## src/fault_vid_pkg.sv

```systemverilog
// shared offsets, field positions, reset values and timing of the fault and voltage-id bank
package fault_vid_pkg;
   // register offsets
   localparam logic [7:0] CFG_ONE_ADDR = 8'h40;
   localparam logic [7:0] FAULT_STATUS_SECOND_ADDR = 8'h42;
   localparam logic [7:0] VOLTAGE_ID_GPIO_ADDR = 8'h43;
   localparam logic [7:0] CFG_FIVE_ADDR = 8'h7c;
   // reset values
   localparam logic [7:0] CFG_ONE_RESET = 8'h00;
   localparam logic [7:0] FAULT_STATUS_SECOND_RESET = 8'h00;
   localparam logic [7:0] VOLTAGE_ID_GPIO_RESET = 8'h1f;
   localparam logic [7:0] CFG_FIVE_RESET = 8'h00;
   // configuration one fields
   localparam int MONITOR_START_BIT = 0;
   localparam int CFG_LOCK_BIT = 1;
   // configuration five field
   localparam int ID_GPIO_MODE_BIT = 4;
   // fault status fields
   localparam int TWELVE_OR_CHANGE_BIT = 0;
   localparam int OVERTEMP_BIT = 1;
   localparam int FAN_ONE_BIT = 2;
   localparam int FOURTH_FAN_OR_PIN_BIT = 5;
   localparam int DIODE_ONE_BIT = 6;
   localparam int DIODE_TWO_BIT = 7;
   // voltage-id register fields
   localparam int ID_TOP_BIT = 5;
   localparam int ID_THRESHOLD_BIT = 6;
   localparam int SHARED_PIN_SELECT_BIT = 7;
   // change-compare window
   localparam int CLK_PERIOD_NS = 100;
   localparam int ID_WINDOW_NS = 11000;
   localparam int ID_WINDOW_CYCLES = (ID_WINDOW_NS + CLK_PERIOD_NS - 1) / CLK_PERIOD_NS;
   localparam int ID_COUNT_W = 8;
   // function of the multi-function pin
   typedef enum logic [3:0] {
      PIN_TACH = 4'b0001,
      PIN_GPIO_OUT = 4'b0010,
      PIN_GPIO_IN = 4'b0100,
      PIN_THERMAL_TIMER = 4'b1000
   } pin_mode_t;
endpackage

```

## src/sticky_flag.sv

```systemverilog
// one sticky fault flag with set-over-clear and clear on status read
module sticky_flag
   import fault_vid_pkg::*;
(
   // clock and reset
   input wire logic ref_clk,
   input wire logic rst_n,
   // condition
   input wire logic set_cond,
   input wire logic clear_ok,
   input wire logic status_read,
   // flag
   output logic flag_q
);
   always_ff @(posedge ref_clk or negedge rst_n) begin
      if (!rst_n) begin
         flag_q <= 1'b0;
      end else if (set_cond) begin
         // a fresh event beats a read that would clear
         flag_q <= 1'b1;
      end else if (status_read && clear_ok) begin
         flag_q <= 1'b0;
      end
   end
endmodule // sticky_flag

```

## src/id_change_detect.sv

```systemverilog
// voltage-id change detector against a snapshot refreshed every compare window
module id_change_detect
   import fault_vid_pkg::*;
(
   // clock and reset
   input wire logic ref_clk,
   input wire logic rst_n,
   // pins and mode
   input wire logic [5:0] id_pins,
   input wire logic top_bit_used,
   // result
   output logic changed_q
);
   logic [ID_COUNT_W-1:0] count_q;
   logic [5:0] snap_q;
   logic [5:0] cur;

   // sixth level only counts while the shared pin carries it
   assign cur = {id_pins[5] & top_bit_used, id_pins[4:0]};

   always_ff @(posedge ref_clk or negedge rst_n) begin
      if (!rst_n) begin
         count_q <= '0;
      end else if (count_q == ID_COUNT_W'(ID_WINDOW_CYCLES - 1)) begin
         count_q <= '0;
      end else begin
         count_q <= count_q + 1'b1;
      end
   end

   // snapshot is at most one window old, so a change shows within one window
   always_ff @(posedge ref_clk or negedge rst_n) begin
      if (!rst_n) begin
         snap_q <= 6'h00;
      end else if (count_q == ID_COUNT_W'(ID_WINDOW_CYCLES - 1)) begin
         snap_q <= cur;
      end
   end

   always_ff @(posedge ref_clk or negedge rst_n) begin
      if (!rst_n) begin
         changed_q <= 1'b0;
      end else begin
         changed_q <= (cur != snap_q);
      end
   end
endmodule // id_change_detect

```

## src/fault_status_and_vid_port.sv

```systemverilog
// second fault status register and voltage-id / gpio register behind the smbus register port
module fault_status_and_vid_port
   import fault_vid_pkg::*;
(
   // clock and reset
   input wire logic ref_clk,
   input wire logic rst_n,
   // register port from the smbus slave
   input wire logic [7:0] reg_addr,
   input wire logic reg_wr,
   input wire logic [7:0] reg_wdata,
   input wire logic reg_rd,
   output logic [7:0] reg_rdata_q,
   // fault conditions from the monitor
   input wire logic twelve_volt_violation,
   input wire logic overtemp_exceeded,
   input wire logic overtemp_below_hysteresis,
   input wire logic [3:0] fan_slow,
   input wire logic [2:0] fan_drive_off,
   input wire logic thermal_timer_over,
   input wire logic [1:0] diode_fault,
   input wire pin_mode_t fourth_pin_mode,
   // voltage-id pins, bit 5 on the shared pin
   input wire logic [5:0] voltage_id_in,
   output logic [4:0] voltage_id_out,
   output logic [4:0] voltage_id_oe,
   // general pin six
   input wire logic general_pin_six_in,
   output logic general_pin_six_out,
   output logic general_pin_six_oe,
   // controls and summaries
   output logic monitor_start,
   output logic fan_full_duty,
   output logic id_threshold_select,
   output logic shared_pin_function_select,
   output logic out_of_limit_summary,
   output logic id_change_alert
);
   logic [7:0] cfg_one_q;
   logic [7:0] cfg_five_q;
   logic [7:0] id_reg_q;
   logic pin_six_q;
   logic [7:0] flag_set;
   logic [7:0] flag_clr_ok;
   logic [7:0] flags_q;
   logic [7:0] status_view;
   logic [7:0] id_view;
   logic status_read;
   logic id_changed;
   logic wr_cfg_one;

   assign status_read = reg_rd && (reg_addr == FAULT_STATUS_SECOND_ADDR);
   assign wr_cfg_one = reg_wr && (reg_addr == CFG_ONE_ADDR);

   always_ff @(posedge ref_clk or negedge rst_n) begin
      if (!rst_n) begin
         cfg_one_q <= CFG_ONE_RESET;
      end else if (wr_cfg_one) begin
         if (cfg_one_q[CFG_LOCK_BIT]) begin
            cfg_one_q[MONITOR_START_BIT] <= reg_wdata[MONITOR_START_BIT];
         end else begin
            cfg_one_q <= reg_wdata;
         end
      end
   end

   always_ff @(posedge ref_clk or negedge rst_n) begin
      if (!rst_n) begin
         cfg_five_q <= CFG_FIVE_RESET;
      end else if (reg_wr && reg_addr == CFG_FIVE_ADDR) begin
         cfg_five_q <= reg_wdata;
      end
   end

   // id register keeps output levels, threshold and shared-pin select
   always_ff @(posedge ref_clk or negedge rst_n) begin
      if (!rst_n) begin
         id_reg_q <= VOLTAGE_ID_GPIO_RESET;
      end else if (reg_wr && reg_addr == VOLTAGE_ID_GPIO_ADDR) begin
         id_reg_q <= reg_wdata;
      end
   end

   always_ff @(posedge ref_clk or negedge rst_n) begin
      if (!rst_n) begin
         pin_six_q <= 1'b0;
      end else if (reg_wr && reg_addr == FAULT_STATUS_SECOND_ADDR
                   && fourth_pin_mode == PIN_GPIO_OUT) begin
         pin_six_q <= reg_wdata[FOURTH_FAN_OR_PIN_BIT];
      end
   end

   assign monitor_start = cfg_one_q[MONITOR_START_BIT];
   assign fan_full_duty = !cfg_one_q[MONITOR_START_BIT];
   assign id_threshold_select = id_reg_q[ID_THRESHOLD_BIT];
   assign shared_pin_function_select = id_reg_q[SHARED_PIN_SELECT_BIT];
   assign voltage_id_out = id_reg_q[4:0];
   assign voltage_id_oe = {5{cfg_five_q[ID_GPIO_MODE_BIT]}};
   assign general_pin_six_out = pin_six_q;
   assign general_pin_six_oe = (fourth_pin_mode == PIN_GPIO_OUT);

   id_change_detect u_id_change (
      .ref_clk(ref_clk),
      .rst_n(rst_n),
      .id_pins(voltage_id_in),
      .top_bit_used(id_reg_q[SHARED_PIN_SELECT_BIT]),
      .changed_q(id_changed)
   );

   always_comb begin
      flag_set = 8'h00;
      flag_clr_ok = 8'h00;
      if (id_reg_q[SHARED_PIN_SELECT_BIT]) begin
         flag_set[TWELVE_OR_CHANGE_BIT] = id_changed;
         flag_clr_ok[TWELVE_OR_CHANGE_BIT] = !id_changed;
      end else begin
         flag_set[TWELVE_OR_CHANGE_BIT] = twelve_volt_violation;
         flag_clr_ok[TWELVE_OR_CHANGE_BIT] = !twelve_volt_violation;
      end
      flag_set[OVERTEMP_BIT] = overtemp_exceeded;
      flag_clr_ok[OVERTEMP_BIT] = overtemp_below_hysteresis;
      // fans one to three gated by drive
      for (int i = 0; i < 3; i++) begin
         flag_set[FAN_ONE_BIT + i] = fan_slow[i] && !fan_drive_off[i];
         flag_clr_ok[FAN_ONE_BIT + i] = !fan_slow[i];
      end
      // fan four gated by third drive
      unique case (fourth_pin_mode)
         PIN_TACH: begin
            flag_set[FOURTH_FAN_OR_PIN_BIT] = fan_slow[3] && !fan_drive_off[2];
            flag_clr_ok[FOURTH_FAN_OR_PIN_BIT] = !fan_slow[3];
         end
         PIN_THERMAL_TIMER: begin
            flag_set[FOURTH_FAN_OR_PIN_BIT] = thermal_timer_over;
            flag_clr_ok[FOURTH_FAN_OR_PIN_BIT] = !thermal_timer_over;
         end
         // gpio modes own the bit, so any stale flag drains on the next read
         default: begin
            flag_clr_ok[FOURTH_FAN_OR_PIN_BIT] = 1'b1;
         end
      endcase
      flag_set[DIODE_ONE_BIT] = diode_fault[0];
      flag_clr_ok[DIODE_ONE_BIT] = !diode_fault[0];
      flag_set[DIODE_TWO_BIT] = diode_fault[1];
      flag_clr_ok[DIODE_TWO_BIT] = !diode_fault[1];
   end

   for (genvar g = 0; g < 8; g++) begin : g_flag
      sticky_flag u_flag (
         .ref_clk(ref_clk),
         .rst_n(rst_n),
         .set_cond(flag_set[g]),
         .clear_ok(flag_clr_ok[g]),
         .status_read(status_read),
         .flag_q(flags_q[g])
      );
   end

   // bit 5 shows the pin in gpio modes
   always_comb begin
      status_view = flags_q;
      if (fourth_pin_mode == PIN_GPIO_IN) begin
         status_view[FOURTH_FAN_OR_PIN_BIT] = general_pin_six_in;
      end else if (fourth_pin_mode == PIN_GPIO_OUT) begin
         status_view[FOURTH_FAN_OR_PIN_BIT] = pin_six_q;
      end
   end

   assign out_of_limit_summary = |(flags_q & ~{2'b00,
      (fourth_pin_mode == PIN_GPIO_IN || fourth_pin_mode == PIN_GPIO_OUT), 5'b00000});
   assign id_change_alert = flags_q[TWELVE_OR_CHANGE_BIT] && id_reg_q[SHARED_PIN_SELECT_BIT];

   // top id bit gated by select
   assign id_view = {id_reg_q[7:6],
                     voltage_id_in[5] & id_reg_q[SHARED_PIN_SELECT_BIT],
                     voltage_id_in[4:0]};

   always_ff @(posedge ref_clk or negedge rst_n) begin
      if (!rst_n) begin
         reg_rdata_q <= 8'h00;
      end else if (reg_rd) begin
         unique case (reg_addr)
            CFG_ONE_ADDR: reg_rdata_q <= cfg_one_q;
            FAULT_STATUS_SECOND_ADDR: reg_rdata_q <= status_view;
            VOLTAGE_ID_GPIO_ADDR: reg_rdata_q <= id_view;
            CFG_FIVE_ADDR: reg_rdata_q <= cfg_five_q;
            default: reg_rdata_q <= 8'h00;
         endcase
      end
   end
endmodule // fault_status_and_vid_port

```

## config.mk

```make
export PLATFORM = sky130hd
export DESIGN_NAME = fault_status_and_vid_port
export DESIGN_NICKNAME = d
export VERILOG_FILES = /design/src/fault_vid_pkg.sv /design/src/sticky_flag.sv /design/src/id_change_detect.sv /design/src/fault_status_and_vid_port.sv
export SDC_FILE = /design/constraint.sdc
export NUM_CORES = 1
export LEC_CHECK = 0
export ABC_AREA = 1
export CORE_AREA = 5 5 79 81
export DETAILED_ROUTE_END_ITERATION = 12
export DIE_AREA = 0 0 84 86
export DONT_BUFFER_PORTS = 1
export GPL_TIMING_DRIVEN = 0
export PLACE_DENSITY = 0.79
export SETUP_SLACK_MARGIN = 0.1
export SKIP_LAST_GASP = 1
export SLEW_MARGIN = 20
export SYNTH_ARGS = -nofsm -noshare
export SYNTH_HDL_FRONTEND = slang
export SYNTH_SLANG_ARGS = --single-unit
```

## constraint.sdc

```tcl
create_clock -name ref_clk -period 1.4 [get_ports ref_clk]
set_input_delay 0.42 -clock ref_clk [delete_from_list [all_inputs] [get_ports ref_clk]]
set_output_delay 0.42 -clock ref_clk [all_outputs]
set_load 0.1 [all_outputs]
```

# After elaboration in Yosys (flattened, before gate mapping)
# Cells that the tools add are included.
[word_totals]
ff_bits = 56
inputBits = 44
out_inout_bits = 26
wordCells = 100
[op_classes]
n_addsub = 1
n_eq_ne = 10
n_mux = 25
n_bitwise = 4
n_reduce_logical = 43
[op_table]
columns = ["cell", "n"]
rows = [
  ["8-bit by 7-bit equality test with 1-bit output (second input constant)", 5],
  ["8-bit one-hot mux with 4 select lines", 1],
  ["1-bit 2-to-1 mux", 21],
  ["1-bit logical AND", 19],
  ["2-bit nonzero test", 8],
  ["1-bit zero test", 13],
  ["8-bit by 1-bit adder with 8-bit output (second input constant)", 1],
  ["8-bit AND", 1],
  ["8-bit 2-to-1 mux", 1],
  ["6-bit inverter with 8-bit output", 1],
  ["8-bit OR reduction", 1],
  ["6-bit inequality test", 1],
  ["4-bit by 1-bit equality test with 1-bit output (second input constant)", 1],
  ["4-bit by 2-bit equality test with 1-bit output (second input constant)", 1],
  ["4-bit by 3-bit equality test with 1-bit output (second input constant)", 1],
  ["4-bit equality test (second input constant)", 1],
  ["1-bit one-hot mux with 2 select lines", 2],
  ["2-bit AND reduction", 1],
  ["1-bit AND", 1],
  ["1-bit logical OR", 1],
  ["1-bit inverter", 1],
]

# Longest topological paths before layout
[logic_depth]
depth_word = 5
ltp_mapped = 9
ltp_nobuf = 9

# By module
# From an unflattened synthesis, not the netlist that was laid out.
[unflattened]
hier_cells = 384
area_unflattened_um2 = 2991.6
[modules_own_cells]
columns = ["module", "n_inst", "cells_each", "area_each_um2", "seq_area_each_um2"]
rows = [
  ["fault_status_and_vid_port", 1, 245, 1899.3, 807.0],
  ["id_change_detect", 1, 99, 772.0, 375.4],
  ["sticky_flag", 8, 5, 40.0, 25.0],
]

# Least setup slack after synthesis
# No wires, ideal clock.
[synth_timing]
path_kind = "reg2out"
from = "register id_reg_q[7]"
to = "output port id_change_alert"
arrival_ns = 1.701
required_ns = 0.980
setup_slack_ns = -0.721
stages_incl_launch_ff = 3
n_path_buf = 0
cell_sequence = "dfrtp_1 > nand2_1 > inv_1"
[synth_via]
elab_chain_cells = 1
[synth_lines]
columns = ["element", "line_no", "rtl"]
rows = [
  ["from (decl)", "fault_status_and_vid_port.sv:41", "logic [7:0] id_reg_q;"],
  ["from (signal assigned)", "fault_status_and_vid_port.sv:80", "id_reg_q <= reg_wdata;"],
  ["1-bit logical AND", "fault_status_and_vid_port.sv:171", "assign id_change_alert = flags_q[TWELVE_OR_CHANGE_BIT] && id_reg_q[SHARED_PIN_SELECT_BIT];"],
  ["to (decl)", "fault_status_and_vid_port.sv:37", "output logic id_change_alert"],
]
# Every way passes these cells.

# Worst setup path in the final report
# Ends and elaborated chain as after synthesis.

==> reports/metrics.yaml <==
status: "finished with violations"
violations: "negative hold slack, negative setup slack"
ys_warn_count: 0
grt_pass1_wl_um: 10890
drive_above_1_share: 0.3257
cap_violations: 0
ys_async_sr_fraction: 1.000
yosysTopAreaCell: "dfrtp_1"
cts.path.max_buffers: 2
r2r_cells: 4
clkLatencyLatePin_ns: 0.31
drc_errors: 0
ys_seq_area_frac: 0.4771
via_count: 2268
cp_max_fo: 6
std_cell_rows: 27
vias_per_cell: 5.374
r2r_setup_slack_ns: -0.01
n_antenna_cell: 0
final_core_util: 0.6440
gp_congestion: 0.8730
synth_fp_nets: 379
leakage_nw: 1.625
r2r-start: "id_reg_q[7]"
first_pass_iters: 4
crit_path_end_kind: "primary output"
holdWs_ns: -0.2125
io_pins: 70
max-vdd-ir-drop_mv: 0.6820
cts_tree: "yes"
grt-ovfl-total: 0
fin_crit_sh: 1.380
critPathKind: "register to primary output"
wirelength_um: 6651
area_delta_synth_final_pct: 20.12
synthDistinctLibCells: 32
cp.arrival_ns: 1.51
fin_crit_ns: 1.932
wire_per_inst_um: 15.76
startpoint_type: "register"
slew_headroom: 0.6588
synth.ff_latch_count: 55
rr_endpoint: "u_id_change.changed_q"
skew_ns: 0.005191
antenna_found_initial: 0
cts_buffers: 5
fp.dieW_um: 84
final_hold_viol_count: 55
die_area_sq_mm: 0.007224
worst_pin_slew_ns: 0.5108
dpl_worst_slack_ns: -0.1870
ant_nets: 0
start_util: 0.5361
synth_common_cells: "91 x nand2_1, 50 x dfrtp_1, 43 x nand3_1"
cts_sinks: 55
slew_viol_final: 0
yosysTopAreaCellShare: 0.4318
die_h_um: 86
synth_edf_count: 0
grt_max_degree: 56
fmax_mhz: 517.7
h-tree-depth: 2
layout_setup_ws_ns: -0.5317
hpwl_um: 4810
core-area_sq_mm: 0.005405
ys.flop_type: "dfrtp_1"
power_density_mw_per_mm2: 890.4
rsz0062_at_grt: "yes"
required_ns: 0.98
path_clk_slew_ns: 0.10
setup_viol: 16
syn_inst: 333
cts_root_buffer: "clkbuf_8"
synth_area_leaders: "dfrtp_1 43%, nand2_1 12%, nand3_1 7.4%"
port_buffers: 0
grt_usage: 0.1867
synth_most_common_cell: "nand2_1"
grt_pass1_vias: 2316
syn_area_sq_mm: 0.002898
avgSynthCellArea_sq_um: 8.702
drtIter0Drc: 167
nets: 395
hp-class: "primary input to asynchronous set/reset pin"
cell usage in the layout, fill, tap and decap left out, types with 4 or more instances in the layout:
| cell | Yosys | routed |
|---|---|---|
| nand4_1 | 5 | 5 |
| dfrtp_1 | 50 | 37 |
| nor2_1 | 13 | 10 |
| dfrtp_4 | 0 | 12 |
| inv_1 | 31 | 27 |
| buf_12 | 0 | 7 |
| inv_2 | 6 | 5 |
| nand2_2 | 2 | 13 |
| dfstp_4 | 0 | 5 |
| buf_4 | 6 | 7 |
| nor2_4 | 4 | 5 |
| clkinvlp_4 | 0 | 4 |
| buf_6 | 5 | 7 |
| o21a_1 | 9 | 9 |
| o21ai_1 | 11 | 10 |
| nand2_4 | 3 | 7 |
| o21ai_2 | 13 | 16 |
| nand3_1 | 43 | 39 |
| clkbuf_8 | 0 | 7 |
| nand2_1 | 91 | 76 |
| xnor2_1 | 4 | 4 |
| a21oi_1 | 5 | 4 |
metrics by stage:
stage	TNS, ns	hold slack, ns	total power, W	cell area [sq um]	std cells
finish	-2.618	-0.2125	0.003099	3481	422
global route	-3.711	-0.2410	0.003228	3481	422
CTS	-2.759	-0.2178	0.003121	3346	418
detailed placement	-0.8905	0.1258	0.002099	3074	405
global placement	-0.7248	0.1258	0.002091	3074	405
floorplan	-0.4667	0.1244	0.002062	2984	333
registers in the layout (all words and copies together), names as in the netlist:
name,count
u_id_change.count_q,8
g_flag.u_flag.flag_q,8
general_pin_six_out,1
reg_rdata_q,8
id_reg_q,7
cfg_five_q,8
u_id_change.snap_q,6
u_id_change.changed_q,1
cfg_one_q,8
routing by layer:
metal,wire length [um],GRT usage,vias up
met3,457,0.05764,9
li1,-,-,1112
met1,2800,0.2379,1079
met5,0,0,-
met2,3292,0.3066,68
met4,102,0.05702,0
critical path: stages, from the launching register on:
cell,delay (ns)
dfrtp_4,0.66
nand2_4,0.13
clkinvlp_4,0.41
how the worst max path moves through the flow:
stage | startpoint | to | depth (start not counted)
floorplan | id_reg_q[7] | id_change_alert | 2
global placement | id_reg_q[7] | id_change_alert | 2
detailed placement | id_reg_q[7] | id_change_alert | 2
CTS | id_reg_q[7] | id_change_alert | 2
global route | id_reg_q[7] | id_change_alert | 2
finish | id_reg_q[7] | id_change_alert | 2
where the power goes:
| part | switching (W) | total [W] | leakage (nW) | internal (W) |
|---|---|---|---|---|
| Combinational | 0.000235 | 0.000362 | 0.948 | 0.000127 |
| Sequential | 0.000131 | 0.00177 | 0.626 | 0.00164 |
| Clock | 0.000518 | 0.000969 | 0.0505 | 0.000451 |
| Total | 0.000884 | 0.00310 | 1.62 | 0.00222 |
timing repair:
action	in CTS	in global routing
endpoints found under the setup margin	30	40
cloned	0	1
pin swaps	4	15
gates resized for setup	33	32
endpoints found under the hold margin	55	55
setup buffers	5	3
cell families (layout without fill, tap and decap cells):
family	count (synthesis)	count (layout)	synth area share
simple gates	172	172	0.2958
flops	55	55	0.4771
xor+xnor	7	7	0.02116
mux	1	1	0.003454
buf+inv	49	66	0.08462
fa+ha+maj	2	2	0.008634
compound gates	47	47	0.1092
layout make-up:
cell class,count,area (sq um)
Inverter,37,155.1
Sequential cell,55,1448
Multi-Input combinational cell,229,1413
Clock buffer,7,96.34
Buffer,12,175.2
Clock inverter,1,7.507
Fill cell,449,1924
Tap cell,72,90.09
Timing Repair Buffer,9,96.34
Note: power is estimated with default switching activity, not from simulation.
